## src/inc/acmr_pkg.sv

```systemverilog
package acmr_pkg;

    // ----------------------------------------
    // register map
    // ----------------------------------------
    localparam logic [7:0] ACMR_MODE_REG_ADDR = 8'h01;
    localparam logic [15:0] ACMR_MODE_REG_RST = 16'h2000;
    // writable bits: 15, 14, 13, 10:8, 6:4, 3:2; the rest read as zero
    localparam logic [15:0] ACMR_MODE_REG_WMASK = 16'he77c;

    // ----------------------------------------
    // field positions
    // ----------------------------------------
    localparam int ACMR_REF_EN_BIT = 15;
    localparam int ACMR_SETTLED_BIT = 13;
    localparam int ACMR_DELAY_LSB = 8;
    localparam int ACMR_MODE_LSB = 4;
    localparam int ACMR_CLKSEL_LSB = 2;

    // ----------------------------------------
    // field encodings
    // ----------------------------------------
    typedef enum logic [2:0] {
        ACMR_OP_CONT = 3'h0,
        ACMR_OP_SINGLE = 3'h1,
        ACMR_OP_STANDBY = 3'h2,
        ACMR_OP_PWRDN = 3'h3,
        ACMR_OP_INT_OFS = 3'h4,
        ACMR_OP_INT_GAIN = 3'h5,
        ACMR_OP_SYS_OFS = 3'h6,
        ACMR_OP_SYS_GAIN = 3'h7
    } acmr_op_t;

    typedef enum logic [1:0] {
        ACMR_CLK_INT_OSC = 2'h0,
        ACMR_CLK_INT_OSC_OUT = 2'h1,
        ACMR_CLK_EXT_IN = 2'h2,
        ACMR_CLK_XTAL = 2'h3
    } acmr_clk_t;

    // ----------------------------------------
    // timing: 25 MHz clock, settle waits round up
    // ----------------------------------------
    localparam int ACMR_CLK_PERIOD_NS = 40;
    localparam int ACMR_CNT_W = 18;
    localparam real ACMR_DLY1_US = 32.0;
    localparam real ACMR_DLY2_US = 128.0;
    localparam real ACMR_DLY3_US = 320.0;
    localparam real ACMR_DLY4_US = 800.0;
    localparam real ACMR_DLY5_MS = 1.6;
    localparam real ACMR_DLY6_MS = 4.0;
    localparam real ACMR_DLY7_MS = 8.0;
    localparam int ACMR_DLY1_CYC = int'($ceil(ACMR_DLY1_US * 1000.0 / ACMR_CLK_PERIOD_NS));
    localparam int ACMR_DLY2_CYC = int'($ceil(ACMR_DLY2_US * 1000.0 / ACMR_CLK_PERIOD_NS));
    localparam int ACMR_DLY3_CYC = int'($ceil(ACMR_DLY3_US * 1000.0 / ACMR_CLK_PERIOD_NS));
    localparam int ACMR_DLY4_CYC = int'($ceil(ACMR_DLY4_US * 1000.0 / ACMR_CLK_PERIOD_NS));
    localparam int ACMR_DLY5_CYC = int'($ceil(ACMR_DLY5_MS * 1000000.0 / ACMR_CLK_PERIOD_NS));
    localparam int ACMR_DLY6_CYC = int'($ceil(ACMR_DLY6_MS * 1000000.0 / ACMR_CLK_PERIOD_NS));
    localparam int ACMR_DLY7_CYC = int'($ceil(ACMR_DLY7_MS * 1000000.0 / ACMR_CLK_PERIOD_NS));

endpackage

```

## src/rtl/acmr_mode_ctrl.sv

```systemverilog
`timescale 1ns/1ps
module acmr_mode_ctrl #(
    parameter int DLY3_CYC = acmr_pkg::ACMR_DLY3_CYC,
    parameter int DLY4_CYC = acmr_pkg::ACMR_DLY4_CYC,
    parameter int DLY5_CYC = acmr_pkg::ACMR_DLY5_CYC,
    parameter int DLY6_CYC = acmr_pkg::ACMR_DLY6_CYC,
    parameter int DLY7_CYC = acmr_pkg::ACMR_DLY7_CYC
) (
    input wire logic clk,
    input wire logic rst_n,
    input wire logic [7:0] reg_addr,
    input wire logic [15:0] reg_wdata,
    input wire logic reg_wr,
    input wire logic reg_rd,
    output logic [15:0] reg_rdata,
    input wire logic channel_switch,
    input wire logic conversion_done,
    input wire logic int_osc_level,
    input wire logic clock_io_in,
    output logic clock_io_out,
    output logic clock_io_oe,
    output logic filter_reset,
    output logic conversion_start,
    output logic result_ready,
    output logic input_process_en,
    output acmr_pkg::acmr_op_t op_mode,
    output logic power_down,
    output logic reference_enable,
    output logic reference_output_pin,
    output logic settled_output_only,
    output acmr_pkg::acmr_clk_t clock_source_select,
    output logic int_osc_en,
    output logic ext_clk_sel,
    output logic xtal_en
);
    import acmr_pkg::*;

    typedef enum logic [1:0] {ACMR_ST_IDLE, ACMR_ST_SETTLE, ACMR_ST_PROCESS} acmr_state_t;

    logic [15:0] conversion_mode_register_ff;
    logic [15:0] nxt_conversion_mode_register;
    logic [15:0] reg_rdata_ff;
    logic wr_hit;
    logic filter_reset_ff;
    logic conv_start_ff;
    logic result_ready_ff;
    acmr_state_t state_ff;
    acmr_state_t nxt_state;
    acmr_op_t new_op;
    acmr_op_t cur_op;
    logic new_active;
    logic one_shot;
    logic [2:0] dly_code;
    logic [ACMR_CNT_W-1:0] dly_cycles;
    logic timer_start;
    logic timer_busy;
    logic timer_done;

    // ----------------------------------------
    // register write and read
    // ----------------------------------------
    assign wr_hit = reg_wr && (reg_addr == ACMR_MODE_REG_ADDR);
    // reserved read-only bits are masked off, so a careless host cannot set them
    assign nxt_conversion_mode_register = reg_wdata & ACMR_MODE_REG_WMASK;

    // mode register, loaded on any write to its address
    always_ff @(posedge clk or negedge rst_n) begin
        if (!rst_n) begin
            conversion_mode_register_ff <= ACMR_MODE_REG_RST;
        end else if (wr_hit) begin
            conversion_mode_register_ff <= nxt_conversion_mode_register;
        end
    end

    // read data registered one edge after the strobe; unmapped reads return zero
    always_ff @(posedge clk or negedge rst_n) begin
        if (!rst_n) begin
            reg_rdata_ff <= '0;
        end else if (reg_rd) begin
            reg_rdata_ff <= (reg_addr == ACMR_MODE_REG_ADDR) ? conversion_mode_register_ff : 16'h0000;
        end
    end
    assign reg_rdata = reg_rdata_ff;

    // ----------------------------------------
    // field decode
    // ----------------------------------------
    assign cur_op = acmr_op_t'(conversion_mode_register_ff[ACMR_MODE_LSB +: 3]);
    assign new_op = acmr_op_t'(nxt_conversion_mode_register[ACMR_MODE_LSB +: 3]);
    assign new_active = (new_op != ACMR_OP_STANDBY) && (new_op != ACMR_OP_PWRDN);
    // single conversion and every calibration stop after one result
    assign one_shot = (cur_op != ACMR_OP_CONT);
    assign dly_code = conversion_mode_register_ff[ACMR_DELAY_LSB +: 3];

    assign op_mode = cur_op;
    assign power_down = (cur_op == ACMR_OP_PWRDN);
    assign reference_enable = conversion_mode_register_ff[ACMR_REF_EN_BIT];
    assign reference_output_pin = conversion_mode_register_ff[ACMR_REF_EN_BIT];
    assign settled_output_only = conversion_mode_register_ff[ACMR_SETTLED_BIT];

    // ----------------------------------------
    // clock source
    // ----------------------------------------
    assign clock_source_select = acmr_clk_t'(conversion_mode_register_ff[ACMR_CLKSEL_LSB +: 2]);
    assign int_osc_en = (clock_source_select == ACMR_CLK_INT_OSC) ||
                        (clock_source_select == ACMR_CLK_INT_OSC_OUT);
    assign clock_io_oe = (clock_source_select == ACMR_CLK_INT_OSC_OUT);
    // pin is only driven while the oscillator is routed out; low otherwise
    assign clock_io_out = clock_io_oe & int_osc_level;
    assign ext_clk_sel = (clock_source_select == ACMR_CLK_EXT_IN);
    assign xtal_en = (clock_source_select == ACMR_CLK_XTAL);

    // ----------------------------------------
    // settle delay lookup
    // ----------------------------------------
    always_comb begin
        unique case (dly_code)
            3'h0: dly_cycles = '0;
            3'h1: dly_cycles = ACMR_CNT_W'(ACMR_DLY1_CYC);
            3'h2: dly_cycles = ACMR_CNT_W'(ACMR_DLY2_CYC);
            3'h3: dly_cycles = ACMR_CNT_W'(DLY3_CYC);
            3'h4: dly_cycles = ACMR_CNT_W'(DLY4_CYC);
            3'h5: dly_cycles = ACMR_CNT_W'(DLY5_CYC);
            3'h6: dly_cycles = ACMR_CNT_W'(DLY6_CYC);
            3'h7: dly_cycles = ACMR_CNT_W'(DLY7_CYC);
        endcase
    end

    acmr_settle_timer #(
        .CNT_W(ACMR_CNT_W)
    ) u_settle (
        .clk(clk),
        .rst_n(rst_n),
        .start(timer_start),
        .load_cycles(dly_cycles),
        .busy(timer_busy),
        .done(timer_done)
    );

    // ----------------------------------------
    // conversion sequencing
    // ----------------------------------------
    // a write of an active mode restarts from settling; a channel switch during processing re-settles unless a one-shot result arrives with it
    always_comb begin
        nxt_state = state_ff;
        unique case (state_ff)
            ACMR_ST_IDLE: nxt_state = state_ff;
            ACMR_ST_SETTLE: begin
                if (timer_done) begin
                    nxt_state = ACMR_ST_PROCESS;
                end
            end
            ACMR_ST_PROCESS: begin
                if (conversion_done && one_shot) begin
                    nxt_state = ACMR_ST_IDLE;
                end else if (channel_switch) begin
                    nxt_state = ACMR_ST_SETTLE;
                end
            end
        endcase
        if (conv_start_ff) begin
            nxt_state = ACMR_ST_SETTLE;
        end
        if (wr_hit) begin // a new write stops the old run; standby and power-down stay idle
            nxt_state = ACMR_ST_IDLE;
        end
    end

    always_ff @(posedge clk or negedge rst_n) begin
        if (!rst_n) begin
            state_ff <= ACMR_ST_IDLE;
        end else begin
            state_ff <= nxt_state;
        end
    end

    // the timer loads from the register, so it is started the edge after the write lands
    assign timer_start = conv_start_ff ||
                         ((state_ff == ACMR_ST_PROCESS) && channel_switch && !(conversion_done && one_shot));
    assign input_process_en = (state_ff == ACMR_ST_PROCESS) && !timer_busy;

    // write side effects: one-cycle filter reset and start pulses
    always_ff @(posedge clk or negedge rst_n) begin
        if (!rst_n) begin
            filter_reset_ff <= 1'b0;
            conv_start_ff <= 1'b0;
        end else begin
            filter_reset_ff <= wr_hit;
            conv_start_ff <= wr_hit && new_active;
        end
    end
    assign filter_reset = filter_reset_ff;
    assign conversion_start = conv_start_ff;

    // result ready flag; a result arriving with the write still sets it
    always_ff @(posedge clk or negedge rst_n) begin
        if (!rst_n) begin
            result_ready_ff <= 1'b0;
        end else if (conversion_done && (state_ff == ACMR_ST_PROCESS)) begin
            result_ready_ff <= 1'b1;
        end else if (wr_hit) begin
            result_ready_ff <= 1'b0;
        end
    end
    assign result_ready = result_ready_ff;

    // ----------------------------------------
    // assertions
    // ----------------------------------------
    logic seen_edge_ff;
    always_ff @(posedge clk or negedge rst_n) begin
        if (!rst_n) begin
            seen_edge_ff <= 1'b0;
        end else begin
            seen_edge_ff <= 1'b1;
        end
    end

    // cycles since the last write, saturating, so long waits are checked without unrolling
    logic [ACMR_CNT_W-1:0] since_wr_ff;
    logic [2:0] last_dly_ff;
    always_ff @(posedge clk or negedge rst_n) begin
        if (!rst_n) begin
            since_wr_ff <= '0;
            last_dly_ff <= 3'h0;
        end else if (wr_hit) begin
            since_wr_ff <= '0;
            last_dly_ff <= reg_wdata[ACMR_DELAY_LSB +: 3];
        end else if (since_wr_ff != '1) begin
            since_wr_ff <= since_wr_ff + ACMR_CNT_W'(1);
        end
    end

    property p_write_restarts;
        @(posedge clk) disable iff (!rst_n)
        wr_hit && !conversion_done |=> filter_reset && !result_ready ##1 (filter_reset == $past(wr_hit));
    endproperty
    a_write_restarts: assert property (p_write_restarts) else $error("write did not reset filter");

    property p_ref_follows;
        @(posedge clk) disable iff (!rst_n)
        wr_hit |=> reference_output_pin == $past(reg_wdata[15]);
    endproperty
    a_ref_follows: assert property (p_ref_follows) else $error("reference enable wrong");

    property p_settled_follows;
        @(posedge clk) disable iff (!rst_n)
        wr_hit |=> settled_output_only == $past(reg_wdata[13]);
    endproperty
    a_settled_follows: assert property (p_settled_follows) else $error("settled option wrong");

    property p_delay_32us;
        @(posedge clk) disable iff (!rst_n)
        input_process_en && last_dly_ff == 3'h1 |-> since_wr_ff >= ACMR_CNT_W'(ACMR_DLY1_CYC);
    endproperty
    a_delay_32us: assert property (p_delay_32us) else $error("settle wait too short");

    property p_delay_zero;
        @(posedge clk) disable iff (!rst_n)
        wr_hit && reg_wdata[10:8] == 3'h0 && reg_wdata[6:4] == 3'h0 ##1 (!wr_hit && !channel_switch)[*4]
        |-> input_process_en;
    endproperty
    a_delay_zero: assert property (p_delay_zero) else $error("zero wait did not start processing");

    property p_power_down;
        @(posedge clk) disable iff (!rst_n)
        wr_hit && reg_wdata[6:4] == 3'h3 |=> power_down && !conversion_start ##1 !input_process_en;
    endproperty
    a_power_down: assert property (p_power_down) else $error("power-down not entered");

    property p_ext_clock;
        @(posedge clk) disable iff (!rst_n)
        wr_hit && reg_wdata[3:2] == 2'h2 |=> ext_clk_sel && !clock_io_oe && !int_osc_en;
    endproperty
    a_ext_clock: assert property (p_ext_clock) else $error("external clock select wrong");

    property p_osc_on;
        @(posedge clk) disable iff (!rst_n)
        wr_hit && !reg_wdata[3] |=> int_osc_en && (clock_io_oe == $past(reg_wdata[2]));
    endproperty
    a_osc_on: assert property (p_osc_on) else $error("oscillator not enabled");

    property p_reset_value;
        @(posedge clk) disable iff (!rst_n)
        !seen_edge_ff |-> conversion_mode_register_ff == 16'h2000 && op_mode == ACMR_OP_CONT;
    endproperty
    a_reset_value: assert property (p_reset_value) else $error("bad mode register reset value");
endmodule

```

## src/rtl/acmr_settle_timer.sv

```systemverilog
`timescale 1ns/1ps
module acmr_settle_timer #(
    parameter int CNT_W = acmr_pkg::ACMR_CNT_W
) (
    input wire logic clk,
    input wire logic rst_n,
    input wire logic start,
    input wire logic [CNT_W-1:0] load_cycles,
    output logic busy,
    output logic done
);
    import acmr_pkg::*;

    logic [CNT_W-1:0] count_ff;
    logic busy_ff;
    logic done_ff;

    // ----------------------------------------
    // down counter, restart wins over a run in progress
    // ----------------------------------------
    always_ff @(posedge clk or negedge rst_n) begin
        if (!rst_n) begin
            count_ff <= '0;
            busy_ff <= 1'b0;
            done_ff <= 1'b0;
        end else if (start) begin
            // zero load finishes on the very next edge
            count_ff <= load_cycles;
            busy_ff <= (load_cycles > CNT_W'(1));
            done_ff <= (load_cycles <= CNT_W'(1));
        end else if (busy_ff) begin
            count_ff <= count_ff - CNT_W'(1);
            busy_ff <= (count_ff > CNT_W'(2));
            done_ff <= (count_ff == CNT_W'(2));
        end else begin
            done_ff <= 1'b0;
        end
    end

    assign busy = busy_ff;
    assign done = done_ff;
endmodule
```

## config.mk

```make
export PLATFORM = sky130hd
export DESIGN_NAME = acmr_mode_ctrl
export DESIGN_NICKNAME = d
export VERILOG_FILES = /design/src/inc/acmr_pkg.sv /design/src/rtl/acmr_mode_ctrl.sv /design/src/rtl/acmr_settle_timer.sv
export SDC_FILE = /design/constraint.sdc
export NUM_CORES = 1
export LEC_CHECK = 0
export ABC_CLOCK_PERIOD_IN_PS = 2500
export BUFFER_PORTS_ARGS = -buffer_cell sky130_fd_sc_hd__buf_2
export CAP_MARGIN = 40
export CORE_MARGIN = 3
export CORE_UTILIZATION = 40
export DETAILED_ROUTE_END_ITERATION = 10
export HOLD_SLACK_MARGIN = 0.05
export SYNTH_ARGS = -nofsm -noshare
export SYNTH_HDL_FRONTEND = slang
export SYNTH_SLANG_ARGS = --single-unit
export TNS_END_PERCENT = 1
```

## constraint.sdc

```tcl
create_clock -name clk -period 2.5 [get_ports clk]
set_input_delay 0.25 -clock clk [delete_from_list [all_inputs] [get_ports clk]]
set_output_delay 0.25 -clock clk [all_outputs]
set_load 0.05 [all_outputs]
```

# [After elaboration in Yosys (flattened, before gate mapping)]
# Memories as Yosys holds them, arrays and structs flattened.
# Cells that the tools add are included.
[word_totals] ff_bits=52 n_memories=1 elab_cells=61 out_inout_bits=34 mem_bits_ro=96 inputBits=32
[mem_list] memory="(no name shown)" words=8 width=12 rd=1 rd_clocked_by_memory_dff=0 write_ports=0 line_no="acmr_mode_ctrl.sv:117" rtl="unique case (dly_code)"
[classes] muxes=15 bitwise_logic=1 magnitude_cmp=3 n_eq_ne=13 reduce_logical=18 add_sub_neg=1
[ops] cell="18-bit two-way mux" n=2
[ops] cell="18-bit by 2-bit equality test with 1-bit output (second input constant)" n=1
[ops] cell="18-bit by 1-bit greater-than comparator with 1-bit output (second input constant)" n=1
[ops] cell="18-bit by 2-bit greater-than comparator with 1-bit output (second input constant)" n=1
[ops] cell="18-bit by 1-bit <= comparator with 1-bit output (second input constant)" n=1
[ops] cell="18-bit by 1-bit subtractor with 18-bit output (second input constant)" n=1
[ops] cell="16-bit two-way mux" n=1
[ops] cell="2-bit two-way mux" n=5
[ops] cell="8-bit by 1-bit equality test with 1-bit output (second input constant)" n=1
[ops] cell="1-bit logical AND" n=8
[ops] cell="2-bit equality test (second input constant)" n=3
[ops] cell="1-bit two-way mux" n=6
[ops] cell="3-bit by 2-bit inequality test with 1-bit output (second input constant)" n=2
[ops] cell="5-bit inequality test (second input constant)" n=1
[ops] cell="2-bit by 1-bit equality test with 1-bit output (second input constant)" n=2
[ops] cell="2-bit zero test" n=2
[ops] cell="4-bit by 3-bit inequality test with 1-bit output (second input constant)" n=1
[ops] cell="2-bit case mux with 2 select lines" n=1
[ops] cell="2-bit nonzero test" n=2
[ops] cell="3-bit by 2-bit equality test with 1-bit output (second input constant)" n=1
[ops] cell="3-bit inequality test (second input constant)" n=1
[ops] cell="3-bit AND reduction" n=1
[ops] cell="3-bit nonzero test" n=1
[ops] cell="1-bit zero test" n=2
[ops] cell="2 further kinds" n=3

# [Logic depth before layout (Yosys ltp)]
# Gate-level depths: netlist (run 1).
[logic_depth] depth_word=6 depth_mapped=7 ltp_nobuf=6

# [By module]
# Synthesis (run 1) repeated with hierarchy kept, for this count alone.
[unflattened] cells_unflattened=264 area_unflattened_um2=2640.0
[modules_own_cells] module="acmr_mode_ctrl" seq_area_each_um2=676.9 area_each_um2=1438.9 cells_each=134 instances=1
[modules_own_cells] module="acmr_settle_timer" seq_area_each_um2=500.5 area_each_um2=1201.2 cells_each=130 instances=1

# [Worst setup path before layout (run 1)]
# Ideal clock, no wire load.
[synth_timing] path_kind="reg-to-reg" start="register u_settle.count_ff[7]" end="register u_settle.count_ff[16]" t_required_ps=2431 path_slack_ps=444 setup_time_ps=69 arrival_ps=1987 stages_incl_launch_ff=6 n_path_buf=1 period_less_slack_ps=2056 path_cell_list="dfrtp_1 or4_4 buf_6 or4_4 or4_1 nand3_1"
[synth_via] elab_chain_len=3
[synth_lines] element="start: declaration" line_no="acmr_settle_timer.sv:14" rtl="logic [CNT_W-1:0] count_ff;"
[synth_lines] element="start signal: assignment" line_no="acmr_settle_timer.sv:28" rtl="count_ff <= load_cycles;"
[synth_lines] element="start signal: assignment" line_no="acmr_settle_timer.sv:32" rtl="count_ff <= count_ff - CNT_W'(1);"
[synth_lines] element="18-bit by 1-bit subtractor with 18-bit output" line_no="acmr_settle_timer.sv:32"
[synth_lines] element="18-bit two-way mux" line_no="acmr_settle_timer.sv:31" rtl="end else if (busy_ff) begin"
[synth_lines] element="18-bit two-way mux" line_no="acmr_settle_timer.sv:26" rtl="end else if (start) begin"
# Every way passes these cells. The select of a mux whose other input is x is not followed.
# A chain may end at the register's enable or synchronous reset.

# [Worst setup path after layout (run 1)]
[layout_timing] start="register u_settle.count_ff[6]" end="register u_settle.count_ff[17]"
# Same word-level chain as after synthesis.

==> results of run 1 <==
report_power, final:
group	switching, mW	internal [mW]	total, mW
Combinational	0.230	0.176	0.407
Clock	0.254	0.324	0.578
Sequential	0.138	0.884	1.02
Total	0.623	1.38	2.01
worst max-delay path: cells and delay by family, from the launching register on:
kind               cells  cell delay (ns)
DFF                    1             0.41
AOI/OAI and AO/OA      2             0.40
and+or+nand+nor        2             1.17
cell families (layout without fill, tap and decap cells):
family	after synthesis	count (layout)
AND/OR/NAND/NOR	70	70
adder cells (fa/ha/maj)	7	7
other	1	5
XOR/XNOR	12	12
buffers and inverters	36	81
AO/OA/AOI/OAI	45	45
multiplexers	10	10
flip-flops	47	47
metrics by stage:
step,instance area (um2),std cells
global placement,2670,339
detailed placement,2680,340
finish,2810,349
global route,2810,349
CTS,2810,349
floorplan,2410,232
worst paths after layout:
check                           slack (ns)                    end
worst max-delay path                  0.39  u_settle.count_ff[17]
worst min-delay path                  0.14       conversion_start
worst max register to register        0.39  u_settle.count_ff[17]
worst min register to register        0.49          reg_rdata[14]
max in group asynchronous             1.53            state_ff[1]
min in group asynchronous             0.57  u_settle.count_ff[15]
routing by layer:
metal	track usage, %	share of wire, %	vias up
li1	-	-	906
met1	19.4	48	881
met2	22.8	46	39
met3	4.86	5.1	4
met4	4.90	1.0	0
met5	0	0	-
placed cells by master (no fill, tap or decap), types with 3 or more instances in the layout:
cell type	n
or3_1	5
dfrtp_1	46
a21oi_1	10
nor3_1	6
nand3_1	9
ha_1	7
buf_2	54
nand2_1	8
a22o_1	11
or4_1	5
xnor2_1	9
a211oi_1	4
mux2_2	10
xor2_1	3
nor2_1	13
clkbuf_8	6
nor4_1	6
o211ai_1	3
conb_1	5
buf_4	7
o21ai_0	5
nor2b_1	3
inv_1	11
timing repair:
| action | in CTS | in global routing |
|---|---|---|
| endpoints found under the hold margin | 6 | 0 |
| setup endpoints to repair | 0 | 0 |
| hold buffers | 1 | 0 |
flip-flops by register name (all words and copies together), names as in the netlist:
name	count
reg_rdata	11
u_settle.busy	1
result_ready	1
state_ff	2
conversion_start	1
u_settle.count_ff	18
filter_reset	1
conversion_mode_register_ff	11
u_settle.done	1
final cells by class:
cell class | instances | area [um2] | share of cell area (%)
clock inverter | 2 | 35.0 | 1.25
inverter | 11 | 41.3 | 1.47
sequential | 47 | 1180 | 41.9
clock buffer | 6 | 82.6 | 2.94
timing repair buffer | 62 | 333 | 11.9
tap | 72 | 90.1 | 3.21
multi-input combinational | 149 | 1050 | 37.3
==> reports/results.tsv, run 1 <==
stage	metric	value	unit
outcome	status	complete, no violations	
timing	post-route setup slack	0.394	ns
timing	final worst clock skew	0.00741	ns
power_and_ir_drop	Leak	1.38	nW
timing	Final Critical Period	2.11	ns
floorplanning	core area	5640	um2
timing	Max Fclk	0.475	GHz
floorplanning	Starting Density	42.5	%
synth	post-synth cell types	47	
floorplanning	# IOs	66	
synth	largest family of logic cells by synthesized area	simple AND/OR/NAND/NOR gates	
setup_path	slowest cell on the critical path	or4_4	
timing	hold_ws	0.136	ns
timing	setup tns final	0	ns
timing	Tcrit/Tclk final	84.2	%
setup_path	Worst R2R Start	u_settle.count_ff[6]	
synth	top cells by area, synth	dfrtp_1, mux2_2, a22o_1	
cts	Post-CTS Repair Setup Buffers	0	
floorplanning	# rows	27	
setup_path	critical path cell sequence	or4_4, or4_1, o311ai_1, o211ai_1	
synth	Synthesis Warnings	0	
route	vias post-DR	1830	
cts	CTS sink cnt	47	
timing	final slew viol count	0	
cts	CTS tree	built	
flow_run	# Max-Cap Violations	0	
grt	vias in the first global route	1756	
setup_path	crit-path max FO	9	
synth	mean post-synth cell area	10.5	um2
timing	Slew HR	59.7	%
place	Worst Setup Slack post-DPL	0.430	ns
setup_path	crit path from	u_settle.count_ff[6]	
setup_path	WP data required	2.67	ns
route	post-DR vias/cell	5.24	
cts	buffer depth of the longest clock path	2	
route	Final ANT Viol Nets	0	
floorplanning	Die ar.	6950	um2
synth	Post-Synth Simple-Gate Area	16.8	%
synth	register area share after synthesis	49.1	%
grt	first-pass GRT wire length	8.33	mm
cts	Clock Latency Late Sink	0.30	ns
final_layout	layout cells sized above 1	30.7	%
synth	multiplexer share of the synthesized area	4.70	%
synth	top cells by count, synth	dfrtp_1, nor2_1, clkbuf_1	
place	IO Port Bufs	54	
grt	gr ovfl total	0	
grt	pin count of the biggest net entering global routing	48	
min_path	hold depth	2	
floorplanning	Die Y	83.4	um
synth	dominant cell type by area after synthesis	dfrtp_1	
place	DP HPWL	3.50	mm
synth	Synth Area in XOR/XNOR	4.39	%
synth	Async SR Flop Fraction	100	%
synth	synthesized area	2400	um2
route	WL/cell	14.0	um
power_and_ir_drop	Tot Pwr	2.01	mW
route	Starting DRT DRC Count	46	
power_and_ir_drop	PwrDens	715	nW/um2
synth	compound-cell area share of the yosys netlist	13.5	%
cts	clock buffer count from CTS	5	
cts	CTS resizes	0	
route	DRC viols	0	
timing	Final Setup Violations	0	
place	RePlAce Congestion	0.774	
min_path	hold path start	reg_wdata[5]	
synth	most common cell in the netlist	dfrtp_1	
route	drt pass-1 iters	4	
final_layout	area growth from synthesis to layout	17.2	%
setup_path	CP Class	reg2reg	
synth	ys flop type	dfrtp_1	
min_path	HP Class	in2reg	
timing	Worst-Margin Slew	0.599	ns
setup_path	CP Launch Type	flip-flop	
grt	initial antenna violation count	0	
setup_path	FF-to-FF path depth	4	
setup_path	Setup crit end kind	flip-flop	
final_layout	final core utilization	49.8	%
timing	unrepaired setup endpoints after global routing	no	
synth	Post-synth EDFFs	0	
synth	share of the synthesized area in the top cell type	48.0	%
floorplanning	die width	83.4	um
synth	#FFs+latches synth	47	
final_layout	antenna fix cells	0	
grt	Total GRT Usage	14.7	%
synth	Mapped Cells	228	
power_and_ir_drop	peak supply drop	0.333	mV
final_layout	fillcell total	533	
route	final wirelength	4.88	mm
cts	clk slew on worst S/H paths	0.09	ns
final_layout	Final nets	315	
synth	Synth Area in Adders	3.66	%
timing	final hold vios	0	
setup_path	crit path DAT	2.28	ns
cts	H-tree depth	2	
cts	Root Driver	clkbuf_8	
setup_path	CP max stage delay	0.59	ns
(Power assumes the default switching activity.)
==> run 2, diff against run 1 <==
ABC_AREA = 1   (was default)
ABC_CLOCK_PERIOD_IN_PS = 1990   (was 2500)
clock period = 1.99 ns   (was 2.5 ns; I/O delays follow)
==> reports/results.tsv, run 2 <==
stage	metric	value	unit
setup_path	crit path DAT	1.78	ns
synth	share of the synthesized area in the top cell type	41.6	%
cts	buffer depth of the longest clock path	2	
synth	synthesized area	2770	um2
cts	H-tree depth	2	
synth	Post-synth EDFFs	0	
setup_path	CP Launch Type	flip-flop	
route	WL/cell	13.0	um
route	DRC viols	0	
final_layout	area growth from synthesis to layout	14.6	%
synth	post-synth cell types	38	
timing	Worst-Margin Slew	0.663	ns
final_layout	max reg flops	18	
final_layout	FF/Latch Area	1180	um2
floorplanning	# rows	29	
setup_path	Setup crit end kind	flip-flop	
grt	Total GRT Usage	17.1	%
floorplanning	Starting Density	42.4	%
setup_path	CP max stage delay	0.42	ns
route	vias post-DR	2434	
synth	mean post-synth cell area	7.72	um2
timing	Final Setup Violations	0	
cts	clock buffer count from CTS	5	
power_and_ir_drop	peak supply drop	0.450	mV
setup_path	critical path cell sequence	inv_1, ha_1, nand2_1, nor2_2, nand2_1, nand2_1, nand2_1, nand2_1, nand2_1, nand2_1, nand2_1	
floorplanning	# IOs	66	
setup_path	FF-to-FF path depth	11	
route	post-DR vias/cell	4.98	
final_layout	multi-input logic area	1330	um2
final_layout	Final nets	450	
timing	Tcrit/Tclk final	79.5	%
synth	most common cell in the netlist	nand2_1	
setup_path	r2r endpoint	u_settle.count_ff[16]	
power_and_ir_drop	Leak	1.68	nW
timing	final slew viol count	0	
cts	Root Driver	clkbuf_8	
cts	CTS resizes	0	
timing	Max Fclk	0.632	GHz
final_layout	antenna fix cells	0	
final_layout	fillcell total	656	
setup_path	CP Class	reg2reg	
grt	gr ovfl total	0	
synth	top cells by count, synth	nand2_1, dfrtp_1, nor2_1, inv_1, nand3_1	
place	DP HPWL	4.80	mm
timing	Final Critical Period	1.58	ns
floorplanning	Die Y	89.2	um
timing	final hold vios	0	
cts	clk slew on worst S/H paths	0.09	ns
setup_path	crit-path max FO	4	
setup_path	Critical Path End	u_settle.count_ff[16]	
flow_run	# Max-Cap Violations	0	
cts	CTS tree	built	
cts	Clock Latency Late Sink	0.30	ns
final_layout	Biggest register	u_settle.count_ff	
min_path	HP Class	in2reg	
final_layout	commonest cells after routing, fill and taps aside	nand2_1, buf_2, dfrtp_1	
final_layout	commonest non-fill, non-tap cell in the layout	nand2_1	
setup_path	WP data required	2.19	ns
setup_path	critical path depth	11	
route	drt pass-1 iters	4	
synth	top cells by area, synth	dfrtp_1, nand2_1, nor2_1	
cts	Post-CTS Repair Setup Buffers	0	
route	Starting DRT DRC Count	155	
outcome	status	complete, no violations	
timing	final worst clock skew	0.0107	ns
setup_path	crit path from	u_settle.count_ff[1]	
synth	Synthesis Warnings	0	
place	RePlAce Congestion	0.955	
floorplanning	Die ar.	7960	um2
synth	Async SR Flop Fraction	100	%
timing	Slew HR	55.8	%
final_layout	layout cells sized above 1	22.3	%
setup_path	Crit path buffers/inverters	1	
synth	dominant cell type by area after synthesis	dfrtp_1	
grt	initial antenna violation count	0	
setup_path	most used cell along the critical path	nand2_1	
timing	unrepaired setup endpoints after global routing	no	
grt	first-pass GRT wire length	10.7	mm
floorplanning	die width	89.2	um
synth	register area share after synthesis	42.5	%
setup_path	Worst R2R Start	u_settle.count_ff[1]	
power_and_ir_drop	PwrDens	1120	nW/um2
route	final wirelength	6.33	mm
synth	ys flop type	dfrtp_1	
synth	#FFs+latches synth	47	
setup_path	reg2reg setup slack	0.41	ns
cts	Post-CTS Hold Buffers	1	
grt	pin count of the biggest net entering global routing	30	
floorplanning	core area	6530	um2
setup_path	slowest cell on the critical path	dfrtp_1	
grt	vias in the first global route	2252	
timing	hold_ws	0.0872	ns
cts	CTS sink cnt	47	
setup_path	largest delay contributor family on the critical path	simple AND/OR/NAND/NOR gates	
route	Final ANT Viol Nets	0	
synth	Mapped Cells	359	
place	IO Port Bufs	54	
timing	setup tns final	0	ns
==> run 2: cell types whose count changed after synthesis, sizes merged, moves of 5 or more <==
cell    previous run  this run
clkbuf            12         2
xnor2              9         2
inv               11        36
or4                7         0
nand3              9        30
mux2              10         0
o31ai              1         9
nand2              8       109
o21ai              6        18
buf               13        18
a22o              11         0
nor4               6         1
nor2              13        48
==> run 2: per-stage QoR <==
step	std cells	util (%)	cell area, um2	total power, mW	setup slack (ns)
6_report	489	48.6	3170	3.55	0.407
5_1_grt	489	48.6	3170	3.82	0.255
4_1_cts	489	48.6	3170	3.56	0.417
3_5_place_dp	480	46.7	3050	2.84	0.424
3_3_place_gp	480	46.7	3050	2.83	0.449
2_1_floorplan	363	-	2790	2.47	0.312
==> run 2: area by class of cell <==
cell class              count  area share, %
inverters                  36           4.34
repair buffers             61           10.2
multi-input cells         260           41.7
clock buffers               5           2.17
flip-flops and latches     47           37.1
well taps                  77           3.04
clock inverters             3           1.38
==> run 2: metal layers <==
metal | global-route usage [%] | part of all wire, % | vias to the layer above
li1 | - | - | 1239
met3 | 2.49 | 4.9 | 4
met4 | 3.52 | 0.68 | 0
met2 | 28.8 | 47 | 53
met1 | 23.4 | 48 | 1138
met5 | 0 | 0 | -
==> run 2: where the power goes <==
part	internal (mW)	switching, mW	leakage, nW	total [mW]
sequential	1.16	0.207	0.577	1.37
combinational	0.490	0.974	1.04	1.46
clock	0.375	0.345	0.0581	0.720
==> run 2: worst min-delay path by stage <==
stage                             start                              end  slack [ns]  cells past startpoint
after floorplan                   rst_n  conversion_mode_register_ff[10]        -0.1                      0
after global placement            rst_n   conversion_mode_register_ff[3]        0.27                      1
after detailed placement          rst_n   conversion_mode_register_ff[3]        0.27                      1
after CTS                 reg_wdata[14]  conversion_mode_register_ff[14]        0.09                      3
after global routing      reg_wdata[14]  conversion_mode_register_ff[14]        0.11                      3
final                     reg_wdata[15]  conversion_mode_register_ff[15]        0.09                      3
==> run 2: cell families (layout without fill, tap and decap cells) <==
group	Yosys count	in the layout	synth area share, %
AO/OA/AOI/OAI	43	43	9.44
flip-flops	47	47	42.5
AND/OR/NAND/NOR	200	200	33.0
buffers and inverters	56	105	10.2
XOR/XNOR	5	5	1.58
adder cells (fa/ha/maj)	7	7	3.16
other	1	5	0.135
==> run 2: worst min-delay path, stage by stage <==
cell and delay [ns]:
buf_2 0.08, nand2_1 0.04, nand2_1 0.04
==> run 3, diff against run 2 <==
ABC_AREA = 0   (was 1)
ABC_CLOCK_PERIOD_IN_PS = 1500   (was 1990)
clock period = 1.5 ns   (was 1.99 ns; I/O delays follow)
==> reports/results.tsv, run 3 (synthesis gave the netlist of run 1 again) <==
stage	metric	value	unit
outcome	status	complete, but fails checks	
outcome	failing checks	negative setup slack	
power_and_ir_drop	PwrDens	1100	nW/um2
timing	final slew viol count	0	
setup_path	crit-path max FO	2	
floorplanning	# rows	27	
final_layout	layout cells sized above 1	46.9	%
final_layout	Final Cell Area	3310	um2
setup_path	WP data required	1.74	ns
route	DRC viols	0	
flow_run	# Max-Cap Violations	0	
timing	Tcrit/Tclk final	135	%
setup_path	Worst R2R Start	u_settle.count_ff[9]	
route	vias post-DR	1998	
cts	clk slew on worst S/H paths	0.09	ns
place	DP HPWL	4.31	mm
cts	CTS sink cnt	47	
final_layout	commonest non-fill, non-tap cell in the layout	buf_2	
cts	buffer depth of the longest clock path	2	
place	IO Port Bufs	54	
route	Starting DRT DRC Count	86	
setup_path	crit path from	u_settle.count_ff[9]	
grt	first-pass GRT wire length	9.85	mm
setup_path	crit path DAT	2.26	ns
power_and_ir_drop	peak supply drop	0.509	mV
route	Final ANT Viol Nets	0	
cts	Clock Latency Late Sink	0.29	ns
setup_path	CP Launch Type	flip-flop	
place	placed inst area	3030	um2
final_layout	final core utilization	58.6	%
final_layout	max reg flops	18	
min_path	HP Class	in2reg	
final_layout	antenna fix cells	0	
final_layout	area growth from synthesis to layout	38.0	%
grt	initial antenna violation count	0	
timing	unrepaired setup endpoints after global routing	yes	
route	final wirelength	5.80	mm
final_layout	Final nets	362	
final_layout	final non-filler cell total	396	
timing	final hold vios	0	
setup_path	FF-to-FF path depth	4	
setup_path	Critical Path End	u_settle.count_ff[16]	
setup_path	reg2reg setup slack	-0.52	ns
final_layout	fillcell total	473	
setup_path	CP Class	reg2reg	
floorplanning	Die ar.	6950	um2
floorplanning	# IOs	66	
floorplanning	die width	83.4	um
place	RePlAce Congestion	0.793	
grt	gr ovfl total	0	
floorplanning	Starting Density	42.5	%
route	WL/cell	14.7	um
floorplanning	core area	5640	um2
final_layout	commonest cells after routing, fill and taps aside	buf_2, buf_4, dfrtp_1	
cts	CTS tree	built	
grt	pin count of the biggest net entering global routing	21	
grt	Total GRT Usage	17.5	%
timing	Max Fclk	0.495	GHz
grt	vias in the first global route	2045	
power_and_ir_drop	Leak	1.64	nW
cts	Root Driver	clkbuf_8	
place	Placed Instances	385	
timing	post-route setup slack	-0.520	ns
timing	Final Setup Violations	13	
cts	clock buffer count from CTS	5	
floorplanning	Die Y	83.4	um
cts	H-tree depth	2	
setup_path	Setup crit end kind	flip-flop	
route	drt pass-1 iters	4	
final_layout	Biggest register	u_settle.count_ff	
timing	final worst clock skew	0.00851	ns
timing	setup tns final	-3.49	ns
timing	Final Critical Period	2.02	ns
setup_path	r2r endpoint	u_settle.count_ff[16]	
route	post-DR vias/cell	5.05	
-- run 3: critical path, stage by stage (launching register included) --
cell,delay (ns)
dfrtp_1,0.39
or4_4,0.54
or4_4,0.53
or4_1,0.42
nand3_1,0.09
-- run 3: final cells by class --
class / instances / area [um2] / area share [%]
clock buffers: 7 / 86.3 / 2.61
clock inverters: 1 / 8.76 / 0.265
inverters: 11 / 41.3 / 1.25
multi-input cells: 149 / 1190 / 35.9
flip-flops and latches: 47 / 1180 / 35.6
well taps: 72 / 90.1 / 2.73
repair buffers: 109 / 714 / 21.6
-- run 3: repair_timing --
action,in CTS,in global routing
hold endpoints to repair,18,0
resized for setup,18,13
pin swaps,4,2
setup endpoints to repair,15,19
hold buffers,2,0
setup buffers,1,0
-- run 3: layer usage --
layer | GRT usage (%) | share of wire, %
met5 | 0 | 0
met4 | 6.98 | 2.3
met3 | 2.98 | 3.1
met2 | 29.3 | 50
met1 | 22.3 | 45
-- run 3: worst min-delay path by stage --
stage	start	endpoint	slack [ns]	cells after the start
after floorplan	rst_n	conversion_mode_register_ff[10]	-0.15	0
after global placement	rst_n	u_settle.count_ff[13]	0.13	1
after detailed placement	rst_n	u_settle.count_ff[13]	0.14	1
after CTS	reg_wdata[9]	conversion_mode_register_ff[9]	0.07	2
after global routing	reg_wdata[15]	conversion_mode_register_ff[15]	0.07	2
final	reg_wdata[8]	conversion_mode_register_ff[8]	0.08	2
-- run 3: metrics by stage --
stage	power (mW)	hold WS [ns]	setup slack, ns
2_1_floorplan	2.23	-0.146	-0.556
3_3_place_gp	2.71	0.135	-0.486
3_5_place_dp	2.73	0.139	-0.534
4_1_cts	3.60	0.0707	-0.506
5_1_grt	3.88	0.0693	-0.577
6_report	3.64	0.0805	-0.520
-- run 3: report_power, final --
part | total (mW) | internal, mW | switching [mW]
registers | 1.64 | 1.47 | 0.166
clock network | 0.787 | 0.378 | 0.409
logic | 1.22 | 0.596 | 0.621
total | 3.64 | 2.45 | 1.20
